$ cat src/include/mpoc_defines.vh
// Purpose: Constants for the meter pulse output control block.
// Assumes: 40 MHz core clock, 32-bit Avalon-MM register bus.
// Notes:   Times are in microseconds; cycle counts derive from the clock rate.
`ifndef MPOC_DEFINES_VH
`define MPOC_DEFINES_VH

// ****************************************
// Clock and pulse widths
// ****************************************
`define MPOC_CLK_KHZ        40000
`define MPOC_W73_US         5000
`define MPOC_W83_US         22000
`define MPOC_W80_US         3900
`define MPOC_W94_US         10000
`define MPOC_W95_US         32000
`define MPOC_W96_US         100000
// The clock is taken as a whole number of MHz, so the product stays inside 32 bits.
`define MPOC_US2CYC(us)     ((us) * (`MPOC_CLK_KHZ / 1000))

// ****************************************
// Output function codes
// ****************************************
`define MPOC_FC_DIV4_5      8'h49
`define MPOC_FC_BOTH_1      8'h50
`define MPOC_FC_C_1         8'h52
`define MPOC_FC_DIV4_22     8'h53
`define MPOC_FC_CNT_10      8'h5E
`define MPOC_FC_CNT_32      8'h5F
`define MPOC_FC_CNT_100     8'h60
`define MPOC_FC_CMD         8'h63
`define MPOC_FC_RESET       8'h5F

// ****************************************
// Register offsets (word index, taken from byte address bits addr[3:2])
// ****************************************
`define MPOC_REG_FUNC       2'h0
`define MPOC_REG_CMD        2'h1
`define MPOC_REG_STAT       2'h2
`define MPOC_REG_PEND       2'h3

// ****************************************
// Count-mode sources and divide-by-four terminal count
// ****************************************
`define MPOC_SRC_HEAT       2'h0
`define MPOC_SRC_COOL       2'h1
`define MPOC_SRC_VOL        2'h2
`define MPOC_DIV_FACTOR     2'h3

`endif

$ cat src/hw/mpoc_pulse_gen.v
// Purpose: One output channel: pending counter and pulse timer.
// Assumes: Events arrive as single-cycle pulses on the core clock.
// Notes:   Pulses are separated by one pulse width of open state.
`timescale 1ns/1ps
`include "mpoc_defines.vh"

module mpoc_pulse_gen #(
	parameter CW = 16,
	parameter TW = 22
) (
	// Clock and reset.
	input  wire          core_clk_i,
	input  wire          rst_i,
	// Event input and release.
	input  wire          inc_i,
	input  wire          release_i,
	input  wire          clear_i,
	input  wire [TW-1:0] width_i,
	// Output state.
	output wire          active_o,
	output wire [CW-1:0] pend_o
);
	reg [CW-1:0] pend_r;
	reg [CW-1:0] ready_r;
	reg [TW-1:0] tmr_r;
	reg          on_r;
	reg          gap_r;
	wire         start = (ready_r != {CW{1'b0}}) && !on_r && !gap_r;
	wire         done  = (tmr_r == {TW{1'b0}});

	// Pending events move to the ready count on release, so none are lost.
	always @(posedge core_clk_i) begin
		if (rst_i || clear_i) begin
			pend_r  <= {CW{1'b0}};
			ready_r <= {CW{1'b0}};
		end else begin
			if (release_i) begin
				pend_r  <= inc_i ? {{(CW-1){1'b0}}, 1'b1} : {CW{1'b0}};
				ready_r <= ready_r + pend_r - (start ? {{(CW-1){1'b0}}, 1'b1} : {CW{1'b0}});
			end else begin
				pend_r  <= pend_r + (inc_i ? {{(CW-1){1'b0}}, 1'b1} : {CW{1'b0}});
				ready_r <= ready_r - (start ? {{(CW-1){1'b0}}, 1'b1} : {CW{1'b0}});
			end
		end
	end

	// Pulse then equal gap, open state at rest.
	always @(posedge core_clk_i) begin
		if (rst_i || clear_i) begin
			on_r  <= 1'b0;
			gap_r <= 1'b0;
			tmr_r <= {TW{1'b0}};
		end else if (start) begin
			on_r  <= 1'b1;
			tmr_r <= width_i - {{(TW-1){1'b0}}, 1'b1};
		end else if (on_r || gap_r) begin
			if (done) begin
				gap_r <= on_r;
				on_r  <= 1'b0;
				tmr_r <= on_r ? width_i - {{(TW-1){1'b0}}, 1'b1} : {TW{1'b0}};
			end else begin
				tmr_r <= tmr_r - {{(TW-1){1'b0}}, 1'b1};
			end
		end
	end

	assign active_o = on_r;
	assign pend_o   = ready_r + pend_r;
endmodule // mpoc_pulse_gen

$ cat src/hw/mpoc_top.v
// Purpose: Pulse output control for outputs C and D in slots one and two.
// Assumes: Flow pulses arrive on pins; register increments and integration
//          ticks come from core logic on the same clock.
// Notes:   Registers on Avalon-MM; commanded state restored from NVM at start.
`timescale 1ns/1ps
`include "mpoc_defines.vh"

// Summary of operation
// - Code 73: C pulses per four primary, 5 ms.
// - Code 83: C divides primary by four, 22 ms.
// - Code 80: C repeats primary, D secondary, 3.9ms.
// - Code 82: C repeats primary, 3.9 ms.
// - Count mode widths 10, 32, 100 ms by code.
// - Function code resets to 95.
// - Code 99: outputs follow ON/OFF commands only.
// - Both slots of a pair driven identically.
// - Meter type fixes count-mode output sources.
// - Source selection is fixed, not reconfigurable.
// - Each count-mode pulse is one least-digit unit.
// - Code 119: energy per kWh, volume per 0.01 m3; the code only shows the resolution code in the status register.
// - Count pulses batch per integration, fixed rate.
// - Commanded pair states readable in registers.
// - Command changes saved to NVM, restored at reset.
// - Slot one and two outputs C1/C2, D1/D2.
module mpoc_top #(
	parameter        CW        = 16,
	parameter [3:0]  METER_TYPE = 4'h1
) (
	// Clock and reset.
	input  wire        core_clk_i,
	input  wire        rst_i,
	// Avalon-MM slave.
	input  wire [3:0]  avs_address_i,
	input  wire        avs_read_i,
	input  wire        avs_write_i,
	input  wire [31:0] avs_writedata_i,
	input  wire [3:0]  avs_byteenable_i,
	output reg  [31:0] avs_readdata_o,
	output wire        avs_waitrequest_o,
	// Flow sensor pins.
	input  wire        primary_flow_volume_i,
	input  wire        secondary_flow_volume_i,
	// Register increment events, one per least displayed digit.
	input  wire        heat_energy_total_inc_i,
	input  wire        cooling_energy_total_inc_i,
	input  wire        volume_pulse_channel_inc_i,
	input  wire        integration_tick_i,
	// Display resolution code, informational.
	input  wire [9:0]  display_resolution_code_i,
	// Nonvolatile command state.
	input  wire [1:0]  nvm_cmd_state_i,
	output reg         nvm_save_o,
	output reg  [1:0]  nvm_cmd_state_o,
	// Pulse outputs per slot, output enable closes the opto output.
	output wire        out_c1_o,
	output wire        out_c2_o,
	output wire        out_d1_o,
	output wire        out_d2_o
);
	localparam TW = 22;
	// Cycle counts are worked out as integers, then cut to the timer width.
	localparam integer N73 = `MPOC_US2CYC(`MPOC_W73_US);
	localparam integer N83 = `MPOC_US2CYC(`MPOC_W83_US);
	localparam integer N80 = `MPOC_US2CYC(`MPOC_W80_US);
	localparam integer N94 = `MPOC_US2CYC(`MPOC_W94_US);
	localparam integer N95 = `MPOC_US2CYC(`MPOC_W95_US);
	localparam integer N96 = `MPOC_US2CYC(`MPOC_W96_US);
	localparam [TW-1:0] CYC73  = N73[TW-1:0];
	localparam [TW-1:0] CYC83  = N83[TW-1:0];
	localparam [TW-1:0] CYC80  = N80[TW-1:0];
	localparam [TW-1:0] CYC94  = N94[TW-1:0];
	localparam [TW-1:0] CYC95  = N95[TW-1:0];
	localparam [TW-1:0] CYC96  = N96[TW-1:0];

	// ****************************************
	// Registers and bus slave
	// ****************************************
	reg  [7:0]  func_r;
	reg  [1:0]  cmd_r;
	reg         ack_r;
	reg         loaded_r;
	wire        req = (avs_read_i || avs_write_i) && !ack_r;
	wire [1:0]  widx = avs_address_i[3:2];
	wire        wr_func = avs_write_i && !ack_r && widx == `MPOC_REG_FUNC && avs_byteenable_i[0];
	wire        wr_cmd  = avs_write_i && !ack_r && widx == `MPOC_REG_CMD && avs_byteenable_i[0];
	wire [CW-1:0] pend_c;
	wire [CW-1:0] pend_d;
	wire        act_c;
	wire        act_d;

	// One wait state per access; answer in the second cycle.
	assign avs_waitrequest_o = req;

	// Function code register and its reset value.
	always @(posedge core_clk_i) begin
		if (rst_i) begin
			func_r <= `MPOC_FC_RESET;
			ack_r  <= 1'b0;
		end else begin
			ack_r <= req;
			if (wr_func) begin
				func_r <= avs_writedata_i[7:0];
			end
		end
	end

	// Commanded pair states; restored once after reset, saved on change.
	always @(posedge core_clk_i) begin
		if (rst_i) begin
			cmd_r           <= 2'h0;
			loaded_r        <= 1'b0;
			nvm_save_o      <= 1'b0;
			nvm_cmd_state_o <= 2'h0;
		end else begin
			loaded_r   <= 1'b1;
			nvm_save_o <= 1'b0;
			if (!loaded_r) begin
				cmd_r <= nvm_cmd_state_i;
			end else if (wr_cmd && avs_writedata_i[1:0] != cmd_r) begin
				cmd_r           <= avs_writedata_i[1:0];
				nvm_save_o      <= 1'b1;
				nvm_cmd_state_o <= avs_writedata_i[1:0];
			end
		end
	end

	// Read data: function, command, status, pending count.
	always @(posedge core_clk_i) begin
		if (rst_i) begin
			avs_readdata_o <= 32'h0;
		end else if (avs_read_i && !ack_r) begin
			case (widx)
				`MPOC_REG_FUNC: avs_readdata_o <= {24'h0, func_r};
				`MPOC_REG_CMD:  avs_readdata_o <= {30'h0, cmd_r};
				// Status shows the resolution code above the two output states.
				`MPOC_REG_STAT: avs_readdata_o <= {20'h0, display_resolution_code_i,
					out_d1_o, out_c1_o};
				`MPOC_REG_PEND: avs_readdata_o <= {pend_d, pend_c};
				default:        avs_readdata_o <= 32'h0;
			endcase
		end
	end

	// ****************************************
	// Flow pin synchronisers and edge detect
	// ****************************************
	reg  [2:0]  p_sync_r;
	reg  [2:0]  s_sync_r;
	reg         p_lvl_r;
	reg         s_lvl_r;
	wire        p_rise = p_sync_r[1] && p_sync_r[2] && !p_lvl_r;
	wire        s_rise = s_sync_r[1] && s_sync_r[2] && !s_lvl_r;

	// Three stages; a level counts once stages two and three agree.
	always @(posedge core_clk_i) begin
		if (rst_i) begin
			p_sync_r <= 3'h0;
			s_sync_r <= 3'h0;
			p_lvl_r  <= 1'b0;
			s_lvl_r  <= 1'b0;
		end else begin
			p_sync_r <= {p_sync_r[1:0], primary_flow_volume_i};
			s_sync_r <= {s_sync_r[1:0], secondary_flow_volume_i};
			if (p_sync_r[1] == p_sync_r[2]) begin
				p_lvl_r <= p_sync_r[2];
			end
			if (s_sync_r[1] == s_sync_r[2]) begin
				s_lvl_r <= s_sync_r[2];
			end
		end
	end

	// ****************************************
	// Mode decode
	// ****************************************
	reg  [1:0]  div_r;
	reg  [TW-1:0] width;
	reg         inc_c;
	reg         inc_d;
	reg         rel;
	reg  [1:0]  src_c;
	reg  [1:0]  src_d;
	wire        div_tick = p_rise && div_r == `MPOC_DIV_FACTOR;
	wire        mode_cnt = func_r == `MPOC_FC_CNT_10 || func_r == `MPOC_FC_CNT_32 ||
		func_r == `MPOC_FC_CNT_100;
	wire        mode_cmd = func_r == `MPOC_FC_CMD;
	reg  [7:0]  func_d_r;
	wire        mode_chg = func_d_r != func_r;

	// Divide-by-four counter for primary flow pulses.
	always @(posedge core_clk_i) begin
		if (rst_i) begin
			div_r    <= 2'h0;
			func_d_r <= `MPOC_FC_RESET;
		end else begin
			func_d_r <= func_r;
			if (p_rise) begin
				div_r <= div_r + 2'h1;
			end
		end
	end

	// Sources fixed by meter type parameter only.
	always @* begin
		case (METER_TYPE)
			4'h3, 4'h6: begin
				src_c = `MPOC_SRC_HEAT;
				src_d = `MPOC_SRC_COOL;
			end
			4'h5: begin
				src_c = `MPOC_SRC_COOL;
				src_d = `MPOC_SRC_VOL;
			end
			4'h7: begin
				src_c = `MPOC_SRC_VOL;
				src_d = `MPOC_SRC_VOL;
			end
			default: begin
				src_c = `MPOC_SRC_HEAT;
				src_d = `MPOC_SRC_VOL;
			end
		endcase
	end

	// Per-mode width, events and release policy.
	always @* begin
		width = CYC95;
		inc_c = 1'b0;
		inc_d = 1'b0;
		rel   = 1'b1;
		case (func_r)
			`MPOC_FC_DIV4_5: begin
				width = CYC73;
				inc_c = div_tick;
			end
			`MPOC_FC_DIV4_22: begin
				width = CYC83;
				inc_c = div_tick;
			end
			`MPOC_FC_BOTH_1: begin
				width = CYC80;
				inc_c = p_rise;
				inc_d = s_rise;
			end
			`MPOC_FC_C_1: begin
				width = CYC80;
				inc_c = p_rise;
			end
			`MPOC_FC_CNT_10, `MPOC_FC_CNT_32, `MPOC_FC_CNT_100: begin
				width = (func_r == `MPOC_FC_CNT_10) ? CYC94 :
					(func_r == `MPOC_FC_CNT_100) ? CYC96 : CYC95;
				// Each increment is one least-digit unit of its register.
				inc_c = (src_c == `MPOC_SRC_HEAT) ? heat_energy_total_inc_i :
					(src_c == `MPOC_SRC_COOL) ? cooling_energy_total_inc_i :
					volume_pulse_channel_inc_i;
				inc_d = (src_d == `MPOC_SRC_COOL) ? cooling_energy_total_inc_i :
					volume_pulse_channel_inc_i;
				rel   = integration_tick_i;
			end
			default: begin
				width = CYC95;
			end
		endcase
	end

	// ****************************************
	// Channel C and D generators
	// ****************************************
	mpoc_pulse_gen #(.CW(CW), .TW(TW)) u_gen_c (
		.core_clk_i (core_clk_i),
		.rst_i      (rst_i),
		.inc_i      (inc_c),
		.release_i  (rel),
		.clear_i    (mode_chg || mode_cmd),
		.width_i    (width),
		.active_o   (act_c),
		.pend_o     (pend_c)
	);

	mpoc_pulse_gen #(.CW(CW), .TW(TW)) u_gen_d (
		.core_clk_i (core_clk_i),
		.rst_i      (rst_i),
		.inc_i      (inc_d),
		.release_i  (rel),
		.clear_i    (mode_chg || mode_cmd),
		.width_i    (width),
		.active_o   (act_d),
		.pend_o     (pend_d)
	);

	// Pair outputs: closed when high; slots share one drive.
	wire drive_c = mode_cmd ? cmd_r[0] : act_c;
	wire drive_d = mode_cmd ? cmd_r[1] : act_d;
	assign out_c1_o = drive_c;
	assign out_c2_o = drive_c;
	assign out_d1_o = drive_d;
	assign out_d2_o = drive_d;
endmodule // mpoc_top

$ cat config.mk
export PLATFORM = sky130hd
export DESIGN_NAME = mpoc_top
export DESIGN_NICKNAME = d
export VERILOG_FILES = /design/src/hw/mpoc_pulse_gen.v /design/src/hw/mpoc_top.v
export VERILOG_INCLUDE_DIRS = /design/src /design/src/include
export SDC_FILE = /design/constraint.sdc
export NUM_CORES = 1
export LEC_CHECK = 0
export BUFFER_PORTS_ARGS = -buffer_cell sky130_fd_sc_hd__buf_4
export CORE_AREA = 2 2 169 122
export DETAILED_ROUTE_END_ITERATION = 12
export DIE_AREA = 0 0 171 124
export GPL_ROUTABILITY_DRIVEN = 0
export PLACE_DENSITY_LB_ADDON = 0.1
export SLEW_MARGIN = 20
export SYNTH_ARGS = -nofsm -noshare
export SYNTH_HDL_FRONTEND = slang
export SYNTH_SLANG_ARGS = --single-unit
export TNS_END_PERCENT = 50
$ cat constraint.sdc
create_clock -name core_clk_i -period 4.09 [get_ports core_clk_i]
set_input_delay 0.409 -clock core_clk_i [delete_from_list [all_inputs] [get_ports core_clk_i]]
set_output_delay 0.409 -clock core_clk_i [all_outputs]
set_load 0.02 [all_outputs]
## Yosys cells after proc, flatten, opt, wreduce, memory -nomap -nowiden

Index checks and enable logic that the tools add are counted.

- Mux-type cells: 35
- Bitwise gates (word level): 3
- Equality and inequality tests: 17
- Reduce and logical (&&, ||, !) cells: 47
- $add $sub $neg: 12

Operators with widths:

| kind | count |
|---|---|
| 22-bit two-way mux | 10 |
| 32-bit one-hot mux with 4 select lines | 1 |
| 22-bit one-hot mux with 4 select lines | 1 |
| 22-bit by 1-bit subtractor with 22-bit output, second input constant | 3 |
| 16-bit adder | 4 |
| 8-bit by 7-bit equality test with 1-bit output, second input constant | 8 |
| 16-bit two-way mux | 4 |
| 16-bit subtractor | 4 |
| 22-bit logical NOT | 2 |
| 16-bit nonzero test | 2 |
| 1-bit logical AND | 17 |
| 1-bit two-way mux | 15 |
| 8-bit inequality test | 1 |
| 2-bit nonzero test | 4 |
| 1-bit logical NOT | 7 |
| 2-bit equality test, second input constant | 3 |
| 2-bit AND reduction | 3 |
| 3-bit AND reduction | 2 |
| 2-bit OR reduction | 3 |
| 1-bit logical OR | 5 |
| 2-bit two-way mux | 2 |
| 1-bit inverter | 3 |
| 1-bit one-hot mux with 3 select lines | 1 |
| 3-bit OR reduction | 1 |
| 7 further kinds | 8 |

- Bits of input ports: 62
- Register bits after elaboration: 177

## Depth between registers and ports, before layout

Gate-level depths: netlist of the first run.

- Depth in word-level cells: 9
- Gate-level depth with buffers: 19
- Gate-level depth less buffers: 15

## Cells and area by module

From an unflattened synthesis of the first run, not the netlist that was laid out.

- Cells, all modules: 1495
- Area total of the unflattened synthesis: 11867.6 um^2

Modules (own cells, without submodules):

| module | instances | cells each | area an instance (um^2) | sequential area each (um^2) |
|---|---|---|---|---|
| mpoc_pulse_gen (u_gen_d) | 1 | 576 | 4483.0 | 1121.1 |
| mpoc_pulse_gen (u_gen_c) | 1 | 589 | 4410.5 | 1121.1 |
| mpoc_top | 1 | 330 | 2974.1 | 1301.2 |

## Worst setup path after synthesis of the first run

OpenSTA, ideal clock, no wires.

- Path type: register to register
- From: register func_r[4]
- To: register u_gen_d.ready_r[14]
- Clock period less this slack: 4346 ps
- Library setup time: 128 ps
- Path slack: -256 ps
- Cell stages (with the launch flop): 19
- Path buffers: 6
- Arrival time: 4219 ps
- Cells stage by stage: dfxtp_1 buf_6 or4b_4 or4_4 buf_6 a21o_4 buf_4 buf_2 buf_1 buf_1 mux2i_1 ha_1 ha_1 and3_1 a41oi_1 nand4bb_1 nor4_1 xnor2_1 nor2_1

- Longest elaborated chain between the ends: 4
- Elaborated cells between the ends (all ways): 10
- Classes of those cells: 5 x eq/ne; 2 x mux; 3 x reduce/logical

RTL lines:

| what | line | RTL |
|---|---|---|
| from (decl) | mpoc_top.v:78 | `reg [7:0] func_r;` |
| from (signal assigned) | mpoc_top.v:97 | `` func_r <= `MPOC_FC_RESET; `` |
| from (signal assigned) | mpoc_top.v:102 | `func_r <= avs_writedata_i[7:0];` |
| 8-bit by 7-bit equality test with 1-bit output | mpoc_top.v:231 | `case (func_r)` |
| 3-bit OR reduction | mpoc_top.v:231 |  |
| 1-bit two-way mux | mpoc_top.v:231 |  |
| 16-bit two-way mux | mpoc_pulse_gen.v:37 | `if (release_i) begin` |
| to (signal assigned) | mpoc_pulse_gen.v:35 | `ready_r <= {CW{1'b0}};` |
| to (signal assigned) | mpoc_pulse_gen.v:39 | `ready_r <= ready_r + pend_r - (start ? {{(CW-1){1'b0}}, 1'b1} : {CW{1'b0}});` |
| to (signal assigned) | mpoc_pulse_gen.v:42 | `ready_r <= ready_r - (start ? {{(CW-1){1'b0}}, 1'b1} : {CW{1'b0}});` |
| to (decl) | mpoc_pulse_gen.v:24 | `reg [CW-1:0] ready_r;` |

Parallel ways exist; a longest one is shown, timed or not.
A chain may end at the register's enable or synchronous reset.

## Final worst setup path of the first run

- From: register func_r[2]
- To: register u_gen_d.ready_r[12]

Same word-level chain as after synthesis.

==> results of run 1 <==
==> metal layers <==
metal  vias to the layer above  track usage [%]
li1                       4708                -
met1                      4451             39.9
met2                       331             38.8
met3                        32             5.43
met4                         0             6.99
met5                         -                0
==> flip-flops by register name, summed over array words and instances (netlist names) <==
register	flops
u_gen_d.ready_r	16
u_gen_c.ready_r	16
u_gen_c.gap_r	1
u_gen_d.active_o	1
func_d_r	8
u_gen_c.active_o	1
p_sync_r	3
s_sync_r	3
nvm_cmd_state_o	2
loaded_r	1
func_r	8
ack_r	1
u_gen_c.pend_r	16
div_r	2
cmd_r	2
nvm_save_o	1
u_gen_d.gap_r	1
u_gen_d.pend_r	16
p_lvl_r	1
u_gen_d.tmr_r	22
u_gen_c.tmr_r	22
s_lvl_r	1
avs_readdata_o	32
==> cells by family after synthesis <==
group / count (synthesis) / synth area share (%)
buffers and inverters: 88 / 3.58
and+or+nand+nor: 538 / 24.9
muxes: 43 / 4.53
AOI/OAI and AO/OA: 294 / 18.8
DFF: 177 / 34.1
adders and majority gates: 46 / 5.69
xor gates and xnor gates: 99 / 8.35
==> cell type report <==
cell class              count  share of cell area [%]
well taps                 270                    2.87
clock inverters            11                    1.00
inverters                  26                   0.830
multi-input cells        1020                    55.2
clock buffers              21                    4.00
flip-flops and latches    177                    30.1
repair buffers             91                    5.92
==> critical path, delay by kind of cell, from the launching register on <==
family / cells / cell delay (ns)
adder cells (fa/ha/maj): 2 / 0.42
AND/OR/NAND/NOR: 5 / 2.06
flip-flops: 1 / 0.38
AO/OA/AOI/OAI: 3 / 0.67
multiplexers: 1 / 0.15
==> path summary, 6_finish.rpt <==
check | to | slack (ns) | from
worst max-delay path | u_gen_d.ready_r[12]$_SDFF_PP0_ | 0.33 | func_r[2]$_SDFFE_PP1P_
worst min-delay path | p_sync_r[0]$_SDFF_PP0_ | 0.17 | primary_flow_volume_i
worst max register to register | u_gen_d.ready_r[12]$_SDFF_PP0_ | 0.33 | func_r[2]$_SDFFE_PP1P_
worst min register to register | s_sync_r[1]$_SDFF_PP0_ | 0.45 | s_sync_r[0]$_SDFF_PP0_
==> power groups by stage <==
stage                     sequential, mW  clock [mW]  combinational [mW]
after floorplan                     2.25           0                2.86
after global placement              2.32           0                3.57
after detailed placement            2.33           0                3.63
after CTS                           2.29        1.69                3.66
after global routing                2.34        1.75                4.09
final                               2.31        1.67                3.70
==> layout by cell type (no fill, tap or decap), types with 28 or more instances in the layout <==
cell type  instances
a22oi_1           28
mux2i_1           31
xor2_1            49
dfxtp_1          177
ha_1              43
buf_4             90
nor3_1            50
a21oi_1           76
o21ai_0           61
xnor2_1           50
nor2_1           214
nand2_1           95
==> metrics, run 1 <==
outcome=finished clean; initial antenna violation count=0; critical path class=register to register; CP max stage cell=or4b_4; type of the most critical hold path=primary input to register; Synth area leader=dfxtp_1; Mean Syn Cell Area=around 8.1 µm²; Die Wd=171 µm; sequential share of the synthesized area=about a third; antenna viol nets, final=0; PnR worst setup slack=between 0.3 and 0.4 ns; fraction of layout cells with a size suffix above 1=between 10% and 20%; Clk pwr share=between 20% and 30%; vias in the first global route=8374; hold slack=approximately 0.17 ns; total power=7.67 mW; per-cell routed wire length=17.5 µm; area of the multi-input gates=between 0.006 and 0.007 mm²; period utilisation layout=between 90% and 100%; hold path depth=2; Worst VDD drop=around 400 µV; Sw Ratio=between 40% and 50%; Max Freq=~270 MHz; Comb pwr share=roughly 48%; setup TNS=0 ns; syn_nets=between 1000 and 1500; FF+latch count, synth=~180; CTS tree=yes; fill count=approximately 1800; final non-filler cell total=1616; Clock Skew=about 0.010 ns; Synth top cells by count=nor2_1 (214), dfxtp_1 (177), nand2_1 (95); Pint=~4.4 mW; CTS max path bufs=2; Diodes inserted=0; pre-CTS setup slack=between 0.3 and 0.4 ns; fin area=between 0.01 and 0.015 mm²; Slew Viols, Final=0; root buffer cell=clkbuf_16; post-cts gate resize count=0; cells on worst reg2reg path=11; Core Box Area=roughly 0.019 mm²; Slew headroom=28.2%; Die Height=~120 µm; DR DRC count=0; Row Count=43; number of cells in the design after placement=between 1500 and 2000; M1 wire length=between 10 and 15 mm; Final Util=around 60%; largest cells by area after synthesis=dfxtp_1 (34%), nor2_1 (7.7%), ha_1 (5.3%); post-CTS setup buffers=0; Pre-antenna DRT Iters=5; largest stage delay on the critical path=between 0.5 and 0.6 ns; max-capacitance violation count=0; Slew @ Worst Pin=between 1 and 1.5 ns; clock-pin slew on the worst setup and hold paths=around 0.07 ns; Primary FF master, synth=dfxtp_1; Hold Vio Cnt, Final=0; Crit Path Max Fanout=7; Starting Density=53.3%; total congestion overflow=0; H-tree levels=4; clk sinks=around 180; Reg area=0.00354 mm²; IO Port Bufs=around 70; fin crit period=around 3.8 ns; nets@finish=~1400; via/cell ratio=a little under 6; DRT Wirelength=28.3 mm; drt initial violations=about 920; TritonCTS Buffers=17; met2 WL=11.6 mm; Layout area overhead=13.2%; worst-skew pair later-pin latency=roughly 0.45 ns; Post-synth ARST share=0%; met3 routed WL=2.16 mm; Yosys warning count=0; count leader, synth=nor2_1; die area=around 0.021 mm²; Mapped Cells=~1300; # IOs=a little over 100; Flop pwr share=between 30% and 40%; crit-path cells=or4b_4, or4_4, a21o_4, mux2i_1, ha_2, ha_1, and3_1, a41oi_1, nand4bb_4, or3_1, a21oi_1; WP data required=around 4.5 ns; via count=9522; CP arrival=between 4 and 5 ns; Final setup viols=0; PwrDens=653 mW/mm²; RSZ-0062 raised after global routing=false; GRT Util Overall=26.7%; CP endpoint kind=register; first-pass GRT wire length=44.3 mm; Yosys cell types=85; DR top layer=met4; # hold bufs at CTS=0; largest net degree at the start of global routing=84; top-area cell type share of the netlist area=roughly a third; Worst setup SP type=register; placed cell area=between 0.01 and 0.015 mm²; detailed placer's ending HPWL=roughly 20 mm; Post-Synthesis Cell Area=about 0.010 mm²; NetSw=approximately 3.3 mW; Static Leakage=4.74 nW; Post-synth EDFFs=0
No activity file was read; power rests on OpenSTA's default activity.
==> inputs of run 2 (changes only) <==
--- a/config.mk
+++ b/config.mk
@@ -7,9 +7,9 @@
 export NUM_CORES = 1
 export LEC_CHECK = 0
 export BUFFER_PORTS_ARGS = -buffer_cell sky130_fd_sc_hd__buf_4
-export CORE_AREA = 2 2 169 122
+export CORE_AREA = 2 2 117 175
 export DETAILED_ROUTE_END_ITERATION = 12
-export DIE_AREA = 0 0 171 124
+export DIE_AREA = 0 0 119 177
 export GPL_ROUTABILITY_DRIVEN = 0
 export PLACE_DENSITY_LB_ADDON = 0.1
 export SLEW_MARGIN = 20
==> metrics, run 2 (synthesized netlist as in run 1, its figures left out) <==
pre-CTS setup slack=0.381 ns; die area=0.0211 mm²; initial antenna violation count=0; # IOs=slightly above 100; WP data required=4.45 ns; largest net degree at the start of global routing=84; setup TNS=0 ns; per-cell routed wire length=approximately 17 µm; number of cells in the design after placement=roughly 1600; Starting Density=52.9%; reg-to-reg startpoint=func_r[2]$_SDFFE_PP1P_; worst hold path endpoint=s_sync_r[0]$_SDFF_PP0_; Worst setup SP type=register; r2r endpoint=u_gen_d.ready_r[12]$_SDFF_PP0_; Max Freq=roughly 270 MHz; CTS max path bufs=2; hold path depth=2; fin crit period=~3.8 ns; TritonCTS Buffers=17; clk sinks=approximately 180; Row Count=63; Clock Skew=0.00812 ns; Worst VDD drop=approximately 340 µV; Layout area overhead=13.1%; CTS tree=yes; nets@finish=between 1000 and 1500; worst-skew pair later-pin latency=0.44 ns; fraction of layout cells with a size suffix above 1=a little under an eighth; critical path class=register to register; type of the most critical hold path=primary input to register; vias in the first global route=8753; Final setup viols=0; largest reg by FF count=avs_readdata_o; drt initial violations=between 600 and 700; detailed placer's ending HPWL=20.1 mm; final non-filler cell total=approximately 1600; number of flip-flops in the largest register=32; # hold bufs at CTS=0; Die Height=~180 µm; DRT Wirelength=around 27 mm; CP max stage cell=or4b_4; Slew @ Worst Pin=roughly 1.0 ns; Core Box Area=0.0196 mm²; cells on worst reg2reg path=11; CP arrival=roughly 4 ns; clock-pin slew on the worst setup and hold paths=~0.06 ns; PwrDens=654 mW/mm²; GRT Util Overall=about a quarter; CP endpoint kind=register; PnR worst setup slack=about 0.33 ns; WP buf/inv=0; Diodes inserted=0; Slew Viols, Final=0; largest stage delay on the critical path=a little under 0.6 ns; commonest non-fill, non-tap cell in the layout=nor2_1; Slew headroom=a little under a third; outcome=finished clean; antenna viol nets, final=0; DR DRC count=0; Pre-antenna DRT Iters=6; critical path's top delay family=simple AND/OR/NAND/NOR gates; Die Wd=~120 µm; fill count=between 1500 and 2000; root buffer cell=clkbuf_16; max-capacitance violation count=0; hold wc startpoint=secondary_flow_volume_i; r2r setup slk=between 0.3 and 0.4 ns; IO Port Bufs=71; post-CTS setup buffers=0; post-cts gate resize count=0; total congestion overflow=0; Hold Vio Cnt, Final=0; Final Util=59.8%; first-pass GRT wire length=approximately 44 mm; Regs by FF count=avs_readdata_o x32, u_gen_c.tmr_r x22, u_gen_d.tmr_r x22; Crit Path Max Fanout=7; commonest cells after routing, fill and taps aside=nor2_1 (214), dfxtp_1 (177), nand2_1 (95); Static Leakage=between 4 and 5 nW; H-tree levels=4; period utilisation layout=around 92%; RSZ-0062 raised after global routing=false; via count=roughly 9300; crit-path cells=or4b_4, or4_4, a21o_4, mux2i_1, ha_2, ha_1, and3_1, a41oi_1, nand4bb_4, or3_1, a21oi_1; via/cell ratio=a little under 6
## run 2: cell types whose count changed in the layout (fill, tap and decap cells not counted), sizes merged
cell | before | now
buf | 91 | 89
bufinv | 1 | 3
clkbuf | 21 | 20
clkinv | 3 | 6
clkinvlp | 2 | 4
inv | 31 | 25
## run 2: cell type report
cell class / instances / area [µm²] / share of cell area [%]
Clock buffer: 20 / 447 / 3.80
Clock inverter: 12 / 160 / 1.36
Inverter: 26 / 97.6 / 0.831
Multi-Input combinational cell: 1020 / 6490 / 55.3
Sequential cell: 177 / 3540 / 30.2
Tap cell: 260 / 325 / 2.77
Timing Repair Buffer: 89 / 681 / 5.79
## run 2: per-stage QoR
stage / area (µm²) / hold WS, ns / total power [mW]
6_report: 11700 / 0.179 / 7.69
5_1_grt: 11700 / 0.176 / 8.22
4_1_cts: 11700 / 0.164 / 7.69
3_5_place_dp: 11100 / 0.430 / 5.97
3_3_place_gp: 11100 / 0.421 / 5.92
2_1_floorplan: 10400 / 0.414 / 5.11
## run 2: worst register-to-register path: stages (launching register included)
cell and delay [ns]:
dfxtp_1 0.39, or4b_4 0.58, or4_4 0.52, a21o_4 0.29, mux2i_1 0.17, ha_2 0.24
ha_1 0.21, and3_1 0.21, a41oi_1 0.24, nand4bb_4 0.31, or3_1 0.40, a21oi_1 0.14
## run 2: worst max path at each step
stage / endpoint / cells past startpoint / from
floorplan: u_gen_d.ready_r[12]$_SDFF_PP0_ / 17 / func_r[4]$_SDFFE_PP1P_
global placement: u_gen_d.ready_r[12]$_SDFF_PP0_ / 11 / func_r[2]$_SDFFE_PP1P_
detailed placement: u_gen_d.ready_r[12]$_SDFF_PP0_ / 11 / func_r[2]$_SDFFE_PP1P_
CTS: u_gen_d.ready_r[12]$_SDFF_PP0_ / 11 / func_r[2]$_SDFFE_PP1P_
global route: u_gen_d.ready_r[12]$_SDFF_PP0_ / 12 / func_r[2]$_SDFFE_PP1P_
finish: u_gen_d.ready_r[12]$_SDFF_PP0_ / 11 / func_r[2]$_SDFFE_PP1P_
## run 2: layer usage
layer | part of all wire, % | vias up | GRT usage, %
li1 | - | 4698 | -
met1 | 42 | 4412 | 30.1
met2 | 51 | 167 | 47.2
met3 | 2.4 | 67 | 3.54
met4 | 3.9 | 0 | 13.2
met5 | 0 | - | 0
## run 2: where the power goes
| part | switching (mW) | leakage (nW) | internal [mW] |
|---|---|---|---|
| combinational | 2.23 | 3.00 | 1.46 |
| sequential | 0.299 | 1.44 | 2.01 |
| clock | 0.709 | 0.282 | 0.979 |
